File: src/core/accel_rate_pkg.sv
// ****************************************************************
// Shared constants for the accelerometer rate and FIFO select block
// ****************************************************************
package accel_rate_pkg;
   // Register offsets on the serial register interface
   localparam logic [7:0] OFS_WAKE_RATE = 8'h1e;
   localparam logic [7:0] OFS_WAKE_LEVEL = 8'h1f;
   localparam logic [7:0] OFS_FIFO_EN = 8'h23;
   // Reset values
   localparam logic [3:0] RST_WAKE_RATE = 4'h0;
   localparam logic [7:0] RST_WAKE_LEVEL = 8'h00;
   localparam logic [7:0] RST_FIFO_EN = 8'h00;
   // Field positions in the FIFO enable register
   localparam int EN_TEMP_BIT = 7;
   localparam int EN_RATE_X_BIT = 6;
   localparam int EN_RATE_Y_BIT = 5;
   localparam int EN_RATE_Z_BIT = 4;
   localparam int EN_ACCEL_BIT = 3;
   localparam int EN_SLOT2_BIT = 2;
   localparam int EN_SLOT1_BIT = 1;
   localparam int EN_SLOT0_BIT = 0;
   // Wake rate field width and highest usable code
   localparam int WAKE_RATE_W = 4;
   localparam logic [3:0] WAKE_RATE_MAX = 4'hb;
   // Timing
   localparam int CLK_HZ = 250_000_000;
   localparam int RATE_BYPASS_HZ = 4000;
   localparam int RATE_FILTER_HZ = 1000;
   localparam int LP_TOP_HZ = 500;
   localparam int LP_DELAY_MS = 1;
   localparam int RATE_BYPASS_CYC = CLK_HZ / RATE_BYPASS_HZ;
   localparam int RATE_FILTER_CYC = CLK_HZ / RATE_FILTER_HZ;
   localparam int LP_TOP_CYC = CLK_HZ / LP_TOP_HZ;
   localparam int LP_DELAY_CYC = (CLK_HZ / 1000) * LP_DELAY_MS;
   // Threshold scale
   localparam int WAKE_LEVEL_MG_PER_STEP = 4;
   localparam int COUNTS_PER_STEP = 65;
   // Byte layout of the captured sample
   localparam int INT_BYTES = 14;
   localparam int EXT_BYTES = 24;
   localparam int SNAP_BYTES = INT_BYTES + EXT_BYTES;
   localparam logic [2:0] SRC_LAST = 3'h7;
endpackage

File: src/core/pair_buffer.sv
`timescale 1ns/1ps
// ****************************************************************
// Two-entry buffer, both outputs straight from flip-flops
// ****************************************************************
module pair_buffer #(
   parameter int WIDTH = 8
) (
   input wire logic clk,
   input wire logic rst,
   input wire logic in_valid,
   output logic in_ready,
   input wire logic [WIDTH-1:0] in_data,
   output logic out_valid,
   input wire logic out_ready,
   output logic [WIDTH-1:0] out_data
);
   logic out_valid_q, out_valid_d; // Head entry occupied
   logic [WIDTH-1:0] out_q, out_d; // Head entry
   logic spare_valid_q, spare_valid_d; // Second entry occupied
   logic [WIDTH-1:0] spare_q, spare_d; // Second entry
   logic push, pop;

   // Next state of the two entries
   always_comb begin
      push = in_valid && !spare_valid_q;
      pop = out_valid_q && out_ready;
      out_valid_d = out_valid_q;
      out_d = out_q;
      spare_valid_d = spare_valid_q;
      spare_d = spare_q;
      if (!out_valid_q || pop) begin
         // Head is free this cycle
         if (spare_valid_q) begin
            out_d = spare_q;
            out_valid_d = 1'b1;
            spare_valid_d = push;
            spare_d = in_data;
         end else begin
            out_valid_d = push;
            out_d = in_data;
         end
      end else if (push) begin
         // Head stalled, park the word
         spare_valid_d = 1'b1;
         spare_d = in_data;
      end
   end

   // Register the entries
   always_ff @(posedge clk) begin
      if (rst) begin
         out_valid_q <= 1'b0;
         out_q <= '0;
         spare_valid_q <= 1'b0;
         spare_q <= '0;
      end else begin
         out_valid_q <= out_valid_d;
         out_q <= out_d;
         spare_valid_q <= spare_valid_d;
         spare_q <= spare_d;
      end
   end

   assign in_ready = !spare_valid_q;
   assign out_valid = out_valid_q;
   assign out_data = out_q;
endmodule

File: src/core/accel_rate_wom_fifo_select.sv
`timescale 1ns/1ps
// Overview of operation
// - Bypass gives 4 kHz, filter gives 1 kHz
// - Divide filtered rate by one plus divider
// - Low-power duty-cycles, filter choice forced zero
// - Low-power output fixed wide band, 1 ms delay
// - Four-bit code sets low-power wake rate
// - Compare axis motion against threshold, raise wake
// - Threshold step is 4 mg, up to 1020
// - Temperature bytes pushed when its enable set
// - Each gyro axis pushed when enabled
// - Enabled sources pushed even in standby
// - Accel pushes six bytes x, y, z
// - External slots pushed at offsets from lengths
// - Bypass bit and setting select normal filter
module accel_rate_wom_fifo_select #(
   parameter int RATE_BYPASS_CYC = accel_rate_pkg::RATE_BYPASS_CYC,
   parameter int RATE_FILTER_CYC = accel_rate_pkg::RATE_FILTER_CYC,
   parameter int LP_TOP_CYC = accel_rate_pkg::LP_TOP_CYC,
   parameter int LP_DELAY_CYC = accel_rate_pkg::LP_DELAY_CYC,
   parameter int COUNTS_PER_STEP = accel_rate_pkg::COUNTS_PER_STEP
) (
   input wire logic ref_clk,
   input wire logic rst,
   input wire logic reg_wr, // Register write strobe
   input wire logic reg_rd, // Register read strobe
   input wire logic [7:0] reg_addr,
   input wire logic [7:0] reg_wdata,
   output logic [7:0] reg_rdata,
   input wire logic low_power_mode,
   input wire logic lin_filter_bypass,
   input wire logic [2:0] lin_lowpass_setting,
   input wire logic [7:0] sample_divider,
   input wire logic [15:0] temp_word,
   input wire logic [15:0] rate_x_word,
   input wire logic [15:0] rate_y_word,
   input wire logic [15:0] rate_z_word,
   input wire logic [15:0] accel_x_word,
   input wire logic [15:0] accel_y_word,
   input wire logic [15:0] accel_z_word,
   input wire logic [8*accel_rate_pkg::EXT_BYTES-1:0] external_sensor_bytes,
   input wire logic [3:0] slot0_len,
   input wire logic [3:0] slot1_len,
   input wire logic [3:0] slot2_len,
   output logic lin_filter_choice,
   output logic [2:0] lowpass_setting_out,
   output logic lp_fixed_band,
   output logic accel_awake,
   output logic sample_strobe,
   output logic wom_event,
   output logic fifo_valid,
   input wire logic fifo_ready,
   output logic [7:0] fifo_byte
);
   // ****************************************************************
   // Helper functions
   // ****************************************************************
   // Low-power wake period in cycles, reserved codes held at the top
   function automatic logic [31:0] lp_period(input logic [3:0] code);
      logic [3:0] c;
      c = (code > accel_rate_pkg::WAKE_RATE_MAX) ? accel_rate_pkg::WAKE_RATE_MAX : code;
      lp_period = 32'(LP_TOP_CYC) << (accel_rate_pkg::WAKE_RATE_MAX - c);
   endfunction

   // Byte count of one source, zero when disabled
   function automatic logic [3:0] src_len(input logic [2:0] s, input logic [7:0] en,
                                          input logic [3:0] l0, input logic [3:0] l1,
                                          input logic [3:0] l2);
      case (s)
         3'h0: src_len = en[accel_rate_pkg::EN_TEMP_BIT] ? 4'h2 : 4'h0;
         3'h1: src_len = en[accel_rate_pkg::EN_RATE_X_BIT] ? 4'h2 : 4'h0;
         3'h2: src_len = en[accel_rate_pkg::EN_RATE_Y_BIT] ? 4'h2 : 4'h0;
         3'h3: src_len = en[accel_rate_pkg::EN_RATE_Z_BIT] ? 4'h2 : 4'h0;
         3'h4: src_len = en[accel_rate_pkg::EN_ACCEL_BIT] ? 4'h6 : 4'h0;
         3'h5: src_len = en[accel_rate_pkg::EN_SLOT0_BIT] ? l0 : 4'h0;
         3'h6: src_len = en[accel_rate_pkg::EN_SLOT1_BIT] ? l1 : 4'h0;
         default: src_len = en[accel_rate_pkg::EN_SLOT2_BIT] ? l2 : 4'h0;
      endcase
   endfunction

   // ****************************************************************
   // Configuration registers
   // ****************************************************************
   logic [3:0] rate_q, rate_d; // Low-power wake rate code
   logic [7:0] level_q, level_d; // Motion wake level
   logic [7:0] en_q, en_d; // FIFO source enables
   logic [7:0] rdata_q, rdata_d; // Read data

   // Register writes and read mux
   always_comb begin
      rate_d = rate_q;
      level_d = level_q;
      en_d = en_q;
      rdata_d = rdata_q;
      if (reg_wr) begin
         case (reg_addr)
            accel_rate_pkg::OFS_WAKE_RATE: rate_d = reg_wdata[3:0]; // Upper bits dropped
            accel_rate_pkg::OFS_WAKE_LEVEL: level_d = reg_wdata;
            accel_rate_pkg::OFS_FIFO_EN: en_d = reg_wdata; // No fourth slot bit
            default: ;
         endcase
      end
      if (reg_rd) begin
         case (reg_addr)
            accel_rate_pkg::OFS_WAKE_RATE: rdata_d = {4'h0, rate_q};
            accel_rate_pkg::OFS_WAKE_LEVEL: rdata_d = level_q;
            accel_rate_pkg::OFS_FIFO_EN: rdata_d = en_q;
            default: rdata_d = 8'h00;
         endcase
      end
   end

   // Register the configuration
   always_ff @(posedge ref_clk) begin
      if (rst) begin
         rate_q <= accel_rate_pkg::RST_WAKE_RATE;
         level_q <= accel_rate_pkg::RST_WAKE_LEVEL;
         en_q <= accel_rate_pkg::RST_FIFO_EN;
         rdata_q <= 8'h00;
      end else begin
         rate_q <= rate_d;
         level_q <= level_d;
         en_q <= en_d;
         rdata_q <= rdata_d;
      end
   end

   // ****************************************************************
   // Rate generation
   // ****************************************************************
   logic [31:0] base_cnt_q, base_cnt_d; // Filter output period counter
   logic [7:0] div_cnt_q, div_cnt_d; // Sample divider counter
   logic [31:0] lp_cnt_q, lp_cnt_d; // Low-power wake counter
   logic [31:0] dly_cnt_q, dly_cnt_d; // Low-power settle counter
   logic awake_q, awake_d; // Accel powered
   logic strobe_q, strobe_d; // Sample-rate strobe
   logic choice_q, choice_d; // Filter in use
   logic [2:0] setting_q, setting_d;
   logic fixed_q, fixed_d; // Low-power fixed band
   logic [31:0] base_top;

   // Next values of the rate logic
   always_comb begin
      base_top = lin_filter_bypass ? 32'(RATE_BYPASS_CYC - 1) : 32'(RATE_FILTER_CYC - 1);
      base_cnt_d = base_cnt_q;
      div_cnt_d = div_cnt_q;
      lp_cnt_d = lp_cnt_q;
      dly_cnt_d = dly_cnt_q;
      awake_d = awake_q;
      strobe_d = 1'b0;
      choice_d = !lin_filter_bypass;
      setting_d = lin_lowpass_setting;
      fixed_d = 1'b0;
      if (!low_power_mode) begin
         awake_d = 1'b1;
         lp_cnt_d = lp_period(rate_q) - 32'h0000_0001;
         if (base_cnt_q >= base_top) begin
            base_cnt_d = 32'h0000_0000;
            if (div_cnt_q >= sample_divider) begin
               div_cnt_d = 8'h00;
               strobe_d = 1'b1;
            end else begin
               div_cnt_d = div_cnt_q + 8'h01;
            end
         end else begin
            base_cnt_d = base_cnt_q + 32'h0000_0001;
         end
      end else begin
         choice_d = 1'b0;
         fixed_d = 1'b1;
         base_cnt_d = 32'h0000_0000;
         div_cnt_d = 8'h00;
         if (awake_q) begin
            // Settle before the sample is taken
            if (dly_cnt_q == 32'h0000_0000) begin
               awake_d = 1'b0;
               strobe_d = 1'b1;
            end else begin
               dly_cnt_d = dly_cnt_q - 32'h0000_0001;
            end
         end
         if (lp_cnt_q == 32'h0000_0000) begin
            lp_cnt_d = lp_period(rate_q) - 32'h0000_0001;
            awake_d = 1'b1;
            dly_cnt_d = 32'(LP_DELAY_CYC - 1);
         end else begin
            lp_cnt_d = lp_cnt_q - 32'h0000_0001;
         end
      end
   end

   // Register the rate logic
   always_ff @(posedge ref_clk) begin
      if (rst) begin
         base_cnt_q <= 32'h0000_0000;
         div_cnt_q <= 8'h00;
         lp_cnt_q <= 32'h0000_0000;
         dly_cnt_q <= 32'h0000_0000;
         awake_q <= 1'b0;
         strobe_q <= 1'b0;
         choice_q <= 1'b0;
         setting_q <= 3'h0;
         fixed_q <= 1'b0;
      end else begin
         base_cnt_q <= base_cnt_d;
         div_cnt_q <= div_cnt_d;
         lp_cnt_q <= lp_cnt_d;
         dly_cnt_q <= dly_cnt_d;
         awake_q <= awake_d;
         strobe_q <= strobe_d;
         choice_q <= choice_d;
         setting_q <= setting_d;
         fixed_q <= fixed_d;
      end
   end

   // ****************************************************************
   // Motion wake compare and FIFO sequencer
   // ****************************************************************
   logic [15:0] prev_q [0:2], prev_d [0:2]; // Last accel sample
   logic wom_q, wom_d;
   logic [7:0] snap_q [0:accel_rate_pkg::SNAP_BYTES-1], snap_d [0:accel_rate_pkg::SNAP_BYTES-1];
   logic busy_q, busy_d;
   logic [2:0] src_q, src_d; // Current source
   logic [3:0] idx_q, idx_d; // Byte within source
   logic [3:0] cur_len;
   logic [5:0] addr;
   logic push_valid, push_ready;
   logic [15:0] now [0:2];
   logic [16:0] diff;
   logic [16:0] mag;
   logic [16:0] limit;

   // Next values of the compare and sequencer
   always_comb begin
      now[0] = accel_x_word;
      now[1] = accel_y_word;
      now[2] = accel_z_word;
      limit = 17'(level_q * COUNTS_PER_STEP); // 4 mg per step
      prev_d = prev_q;
      wom_d = 1'b0;
      snap_d = snap_q;
      busy_d = busy_q;
      src_d = src_q;
      idx_d = idx_q;
      diff = 17'h0_0000;
      mag = 17'h0_0000;
      cur_len = src_len(src_q, en_q, slot0_len, slot1_len, slot2_len);
      // Slot bytes start after the lower slots' bytes
      case (src_q)
         3'h5: addr = 6'(accel_rate_pkg::INT_BYTES) + 6'(idx_q);
         3'h6: addr = 6'(accel_rate_pkg::INT_BYTES) + 6'(slot0_len) + 6'(idx_q);
         3'h7: addr = 6'(accel_rate_pkg::INT_BYTES) + 6'(slot0_len) + 6'(slot1_len) + 6'(idx_q);
         default: addr = {2'b00, src_q, 1'b0} + 6'(idx_q);
      endcase
      if (addr > 6'(accel_rate_pkg::SNAP_BYTES - 1)) begin
         addr = 6'(accel_rate_pkg::SNAP_BYTES - 1);
      end
      push_valid = busy_q && (cur_len != 4'h0);
      if (strobe_q) begin
         for (int a = 0; a < 3; a++) begin
            diff = {now[a][15], now[a]} - {prev_q[a][15], prev_q[a]};
            mag = diff[16] ? 17'(-diff) : diff;
            if (mag > limit) begin
               wom_d = 1'b1;
            end
            prev_d[a] = now[a];
         end
      end
      if (!busy_q && strobe_q) begin
         // Capture the whole sample so the pushed bytes agree
         busy_d = 1'b1;
         src_d = 3'h0;
         idx_d = 4'h0;
         snap_d[0] = temp_word[15:8];
         snap_d[1] = temp_word[7:0];
         snap_d[2] = rate_x_word[15:8];
         snap_d[3] = rate_x_word[7:0];
         snap_d[4] = rate_y_word[15:8];
         snap_d[5] = rate_y_word[7:0];
         snap_d[6] = rate_z_word[15:8];
         snap_d[7] = rate_z_word[7:0];
         snap_d[8] = accel_x_word[15:8];
         snap_d[9] = accel_x_word[7:0];
         snap_d[10] = accel_y_word[15:8];
         snap_d[11] = accel_y_word[7:0];
         snap_d[12] = accel_z_word[15:8];
         snap_d[13] = accel_z_word[7:0];
         for (int b = 0; b < accel_rate_pkg::EXT_BYTES; b++) begin
            snap_d[accel_rate_pkg::INT_BYTES + b] = external_sensor_bytes[8*b +: 8];
         end
      end else if (busy_q) begin
         if (cur_len == 4'h0 || (push_ready && idx_q == cur_len - 4'h1)) begin
            // Source done, step in fixed order
            idx_d = 4'h0;
            if (src_q == accel_rate_pkg::SRC_LAST) begin
               busy_d = 1'b0;
            end else begin
               src_d = src_q + 3'h1;
            end
         end else if (push_ready) begin
            idx_d = idx_q + 4'h1;
         end
      end
   end

   // Register the compare and sequencer
   always_ff @(posedge ref_clk) begin
      if (rst) begin
         for (int a = 0; a < 3; a++) begin
            prev_q[a] <= 16'h0000;
         end
         for (int b = 0; b < accel_rate_pkg::SNAP_BYTES; b++) begin
            snap_q[b] <= 8'h00;
         end
         wom_q <= 1'b0;
         busy_q <= 1'b0;
         src_q <= 3'h0;
         idx_q <= 4'h0;
      end else begin
         prev_q <= prev_d;
         snap_q <= snap_d;
         wom_q <= wom_d;
         busy_q <= busy_d;
         src_q <= src_d;
         idx_q <= idx_d;
      end
   end

   // Buffer toward the shared FIFO
   pair_buffer #(.WIDTH(8)) u_buf (
      .clk(ref_clk),
      .rst(rst),
      .in_valid(push_valid),
      .in_ready(push_ready),
      .in_data(snap_q[addr]),
      .out_valid(fifo_valid),
      .out_ready(fifo_ready),
      .out_data(fifo_byte)
   );

   assign reg_rdata = rdata_q;
   assign lin_filter_choice = choice_q;
   assign lowpass_setting_out = setting_q;
   assign lp_fixed_band = fixed_q;
   assign accel_awake = awake_q;
   assign sample_strobe = strobe_q;
   assign wom_event = wom_q;
endmodule

File: config.mk
export PLATFORM = sky130hd
export DESIGN_NAME = accel_rate_wom_fifo_select
export DESIGN_NICKNAME = d
export VERILOG_FILES = /design/src/core/accel_rate_pkg.sv /design/src/core/pair_buffer.sv /design/src/core/accel_rate_wom_fifo_select.sv
export SDC_FILE = /design/constraint.sdc
export NUM_CORES = 2
export LEC_CHECK = 0
export BUFFER_PORTS_ARGS = -buffer_cell sky130_fd_sc_hd__buf_2
export CAP_MARGIN = 20
export CORE_MARGIN = 2
export CORE_UTILIZATION = 53
export DETAILED_ROUTE_END_ITERATION = 12
export GPL_ROUTABILITY_DRIVEN = 0
export PLACE_DENSITY_LB_ADDON = 0.2
export SLEW_MARGIN = 20
export SYNTH_ARGS = -nofsm -noshare
export SYNTH_HDL_FRONTEND = slang
export SYNTH_SLANG_ARGS = --single-unit
File: constraint.sdc
create_clock -name ref_clk -period 5.8 [get_ports ref_clk]
set_clock_uncertainty 0.05 [all_clocks]
set_input_delay 1.16 -clock ref_clk [delete_from_list [all_inputs] [get_ports ref_clk]]
set_output_delay 1.16 -clock ref_clk [all_outputs]
set_load 0.03 [all_outputs]
* Word-level counts from Yosys, hierarchy flattened *
Cells that the tools add are included.

word-level totals
  register bits after elaboration = 518
  bits of input ports = 350

operators by class
  $add $sub $neg = 21
  multiply operators = 1
  $lt $le $gt $ge = 8
  equality and inequality tests = 14
  shifts and indexed selects = 1
  mux-type cells = 53
  bitwise operators = 3
  reduce and logical (&&, ||, !) cells = 29

operators by type and width
  operator                                                               count
  32-bit two-way mux                                                     5
  32-bit by 1-bit subtractor with 32-bit output, second input constant   3
  32-bit zero test                                                       2
  8-bit two-way mux                                                      7
  17-bit by 15-bit > comparator with 1-bit output                        3
  17-bit two-way mux                                                     3
  17-bit negator                                                         3
  16-bit by 16-bit subtractor with 17-bit output                         3
  8-bit binary-select mux with 6-bit select                              1
  32-bit by 1-bit adder with 32-bit output, second input constant        1
  32-bit by 18-bit >= comparator with 1-bit output                       1
  19-bit by 4-bit left shift with 32-bit output, first input constant    1
  4-bit one-hot mux with 7 select lines                                  1
  4-bit two-way mux                                                      6
  8-bit one-hot mux with 3 select lines                                  1
  1-bit two-way mux                                                      21
  18-bit two-way mux                                                     1
  6-bit one-hot mux with 3 select lines                                  1
  8-bit by 5-bit equality test with 1-bit output, second input constant  2
  8-bit by 7-bit multiplier with 15-bit output, second input constant    1
  6-bit by 4-bit adder with 6-bit output                                 2
  3-bit equality test, second input constant                             4
  4-bit by 4-bit adder with 5-bit output, first input constant           2
  2-bit AND reduction                                                    5
  32 further kinds                                                       50

* Logic depth before layout (Yosys ltp) *
  depth after elaboration = 12
  gate-level depth with buffers = 24

* Cells and area by module *
From an unflattened synthesis, not the netlist that was laid out.

unflattened totals
  cell total of the unflattened synthesis = 3,652
  area total of the unflattened synthesis = 28,287.1 µm²

by module, submodules not included
  module                      instances  cells an instance  area an instance (µm²)
  accel_rate_wom_fifo_select  1          3,574              27,467.6
  pair_buffer                 1          78                 819.5

* Least setup slack after synthesis *
OpenSTA, ideal clock, no wires.

  path kind = input port to flip-flop
  start = input port accel_z_word[0]
  end = register wom_q, in the netlist wom_event
  setup time = 0.120 ns
  arrival time = 5.445 ns
  data required time = 5.630 ns
  path slack = 0.185 ns
  stages on the path = 24
  path buffers = 1
  path through = inv_1 ha_1 inv_1 fa_1 a211oi_1 o21ai_1 a2111oi_2 o311ai_0 a21oi_1 a21boi_1 clkbuf_1 a21oi_1 xnor2_1 ha_1 a21o_1 a21oi_1 nor2_1 a211oi_1 a21oi_1 o31ai_1 a21oi_1 nor3_1 o21ai_0 o31a_1

on the way
  longest elaborated chain between the ends = 5

RTL lines
  element                                            line                               text
  from (decl)                                        accel_rate_wom_fifo_select.sv:40   input wire logic [15:0] accel_z_word,
  16-bit by 16-bit subtractor with 17-bit output *   accel_rate_wom_fifo_select.sv:262  diff = {now[a][15], now[a]} - {prev_q[a][15], prev_q[a]};
  17-bit negator                                     accel_rate_wom_fifo_select.sv:263  mag = diff[16] ? 17'(-diff) : diff;
  17-bit two-way mux *                               accel_rate_wom_fifo_select.sv:263
  17-bit by 15-bit > comparator with 1-bit output *  accel_rate_wom_fifo_select.sv:264  if (mag > limit) begin
  1-bit two-way mux *                                accel_rate_wom_fifo_select.sv:264
  to (signal assigned)                               accel_rate_wom_fifo_select.sv:323  wom_q <= wom_d;
  to (decl)                                          accel_rate_wom_fifo_select.sv:221  logic wom_q, wom_d;

Every way passes the cells marked *; elsewhere a longest branch is shown, timed or not.
A chain may end at the register's enable or synchronous reset.

* Worst setup path after layout *
Ends and elaborated chain as after synthesis.

==> results by group <==
Outcome
  • Run status: completed

Synth
  • Post-synthesis sequential area ratio: 36.3%
  • Main synth FF type: dfxtp_1
  • Syn_area_per_cell: around 7.5 um^2
  • Asr flop ratio synth: 0%
  • Mapped Cells: about 3800
  • Synth warn: 0
  • Synth Register Bits: approximately 520
  • Yosys cell types: 90
  • Cell Area, Synth: around 0.029 mm^2
  • Number of flops mapped to enable cells by yosys: 0

STA
  • Max Freq: 0.189 GHz
  • Final setup violating endpoints: 0
  • Setup ws final: 499 ps
  • RSZ-0062 raised after global routing: no
  • Final Slew Violations: 0
  • Minimum clock period: around 5300 ps
  • TNS Setup: 0 ps
  • Actual slew at the worst max-slew pin: roughly 1300 ps
  • Slew headroom: 15.7%
  • Final Hold Viols: 0
  • Period Utilization, post-route: 91.4%

Route
  • Via count: around 28000
  • Final antenna-violating net count: 0
  • DRC Markers: 0
  • WL/cell: around 18 um
  • Drt total wl: 87.0 mm
  • Pre-antenna DRT Iters: 5
  • Starting DRT DRC Count: between 2000 and 3000
  • Via/cell ratio: 5.75

Pwr
  • Worst VDD drop: 0.212 mV
  • Total power draw: between 10000 and 15000 uW
  • Cell Pwr Density: 351 mW/mm^2
  • Lkg Pwr: about 0.012 uW

Clock network
  • CTS tree: built
  • CTS Buf Count: 56
  • Clock sinks: ~520
  • Cts hold-fix bufs: 0
  • CTS H-tree lvls: 2
  • PostCTS Resize Cnt: 0
  • Clk Latency, worst-skew pair: around 630 ps
  • Clock transition at path regs: 70 ps
  • Root Buffer: clkbuf_16
  • CTS max path bufs: 3
  • Buffers inserted by post-CTS timing repair: 0

Critical path
  • CP required: about 6300 ps
  • Worst r2r path cells: 22
  • Setup crit end kind: flip-flop
  • Critical Path Start Type: primary input
  • Worst setup path class: primary input to flip-flop
  • Crit path max fanout: 5
  • Crit path DAT: 5760 ps

Place
  • Detailed placement HPWL: 62.4 mm
  • Post-Place Cells: 4713
  • Number of port buffers: 374
  • Dpl ws: 12.4 ps

Final layout
  • Layout area overhead: 15.3%
  • Layout cells sized above 1: between 10% and 20%
  • Fillers: approximately 5100
  • Most frequent cells in the layout: 904 x nand2_1, 517 x dfxtp_1, 476 x a21oi_1
  • Finished Core Util: 61.4%
  • Final net count: roughly 4600
  • Commonest non-fill, non-tap cell in the layout: nand2_1
  • Fin cells: 4821

Die
  • Die area: roughly 0.056 mm^2
  • Row count: 85
  • Top-Level Pins: between 300 and 400
  • Die width: 236 um
  • Initial Util: 53.3%
  • Core area: about 0.054 mm^2
  • Die Y: 236 um

Global route
  • Gr usage total: between 20 and 30%
  • Antenna violations before repair: 4
  • Grt ovf: 0
  • Vias in the first global route: 25143
  • Pin count of the biggest net entering global routing: slightly above 200
  • Global-route wire length before repair: around 130 mm

Worst hold path
  • Hold Crit Class: flip-flop to flip-flop
  • Hold depth: 2

Run
  • Max-cap violations: 0
where the power goes:
group | internal [uW] | total [uW] | switching, uW | leakage [uW]
clock | 2180 | 3690 | 1510 | 0.000934
sequential | 4000 | 4290 | 289 | 0.00419
combinational | 1420 | 3580 | 2170 | 0.00731
total | 7590 | 11600 | 3970 | 0.0124
stage by stage:
stage               area [um^2]  hold WS (ps)
finish                    32900           403
global route              32900           415
CTS                       32900           402
detailed placement        31000           394
global placement          31000           388
floorplan                 28600           383
worst max-delay path, stage by stage:
cell	delay, ps
buf_2	110
inv_1	50
ha_1	160
inv_1	60
fa_1	400
a211oi_1	230
buf_4	160
o21ai_1	90
a2111oi_2	420
o311ai_0	190
a21oi_1	210
a21boi_1	180
mux2_2	320
ha_1	280
nor2b_1	150
o21a_1	180
o21a_1	160
o21ai_0	140
a21oi_1	80
o31ai_1	190
a21oi_1	160
nor3_1	230
o21ai_0	150
o31a_1	310
flip-flops by register name, summed over array words and instances, names as in the netlist, 4 cells and up:
signal and count:
en_q 8, dly_cnt_q 32, u_buf.spare_q 8, lp_cnt_q 32, level_q 8, u_buf.out_data 8, div_cnt_q 8, reg_rdata 8
snap_q 304, rate_q 4, idx_q 4, base_cnt_q 32, prev_q 48
cell families after synthesis:
kind of cell	after synthesis	share of synthesized area, %
AO/OA/AOI/OAI	867	18.3
other	1	0.0131
XOR/XNOR	164	5.03
flip-flops	518	36.3
adder cells (fa/ha/maj)	157	7.17
buffers and inverters	360	4.86
AND/OR/NAND/NOR	1651	25.1
multiplexers	90	3.17
synthesized netlist by cell type (21+ instances only):
cell | number | area share (%)
nor2b_1 | 25 | 0.55
a31oi_1 | 29 | 0.64
nand3_1 | 141 | 2.5
dfxtp_1 | 518 | 36
xnor2_1 | 88 | 2.7
o21ai_0 | 108 | 1.9
nand2b_1 | 23 | 0.50
a211oi_1 | 42 | 1.1
buf_1 | 21 | 0.28
nor4_1 | 22 | 0.48
nand4_1 | 34 | 0.74
a21oi_1 | 476 | 8.3
xor2_1 | 76 | 2.3
a21o_1 | 24 | 0.63
clkbuf_1 | 199 | 2.6
mux2i_1 | 86 | 3.0
inv_1 | 127 | 1.7
nor2_1 | 301 | 4.0
nand2_1 | 904 | 12
ha_1 | 146 | 6.4
nor3_1 | 94 | 1.6
final timing paths:
| path | start | end | slack [ps] |
|---|---|---|---|
| hold / removal | snap_q[192] | snap_q[192] | 400 |
| hold reg to reg | snap_q[192] | snap_q[192] | 400 |
| setup / recovery | accel_z_word[0] | wom_event | 500 |
| setup reg to reg | prev_q[0] | wom_event | 830 |
per-layer routing:
layer | global-route usage (%) | up-vias | routed length (um)
met5 | 0 | - | 10
met4 | 13.6 | 2 | 3960
met3 | 3.63 | 191 | 5710
met2 | 46.5 | 972 | 38700
met1 | 41.7 | 12916 | 38600
li1 | - | 13623 | -
cell type report:
cell class | instances | area, um^2 | area share (%)
multi-input combinational | 2942 | 16900 | 51.4
sequential | 518 | 10400 | 31.5
inverter | 127 | 477 | 1.45
clock buffer | 82 | 1640 | 4.98
timing repair buffer | 430 | 2380 | 7.22
tap | 696 | 871 | 2.65
clock inverter | 22 | 258 | 0.783
antenna | 4 | 10.0 | 0.0304
Power figures use the tool's default switching activity.
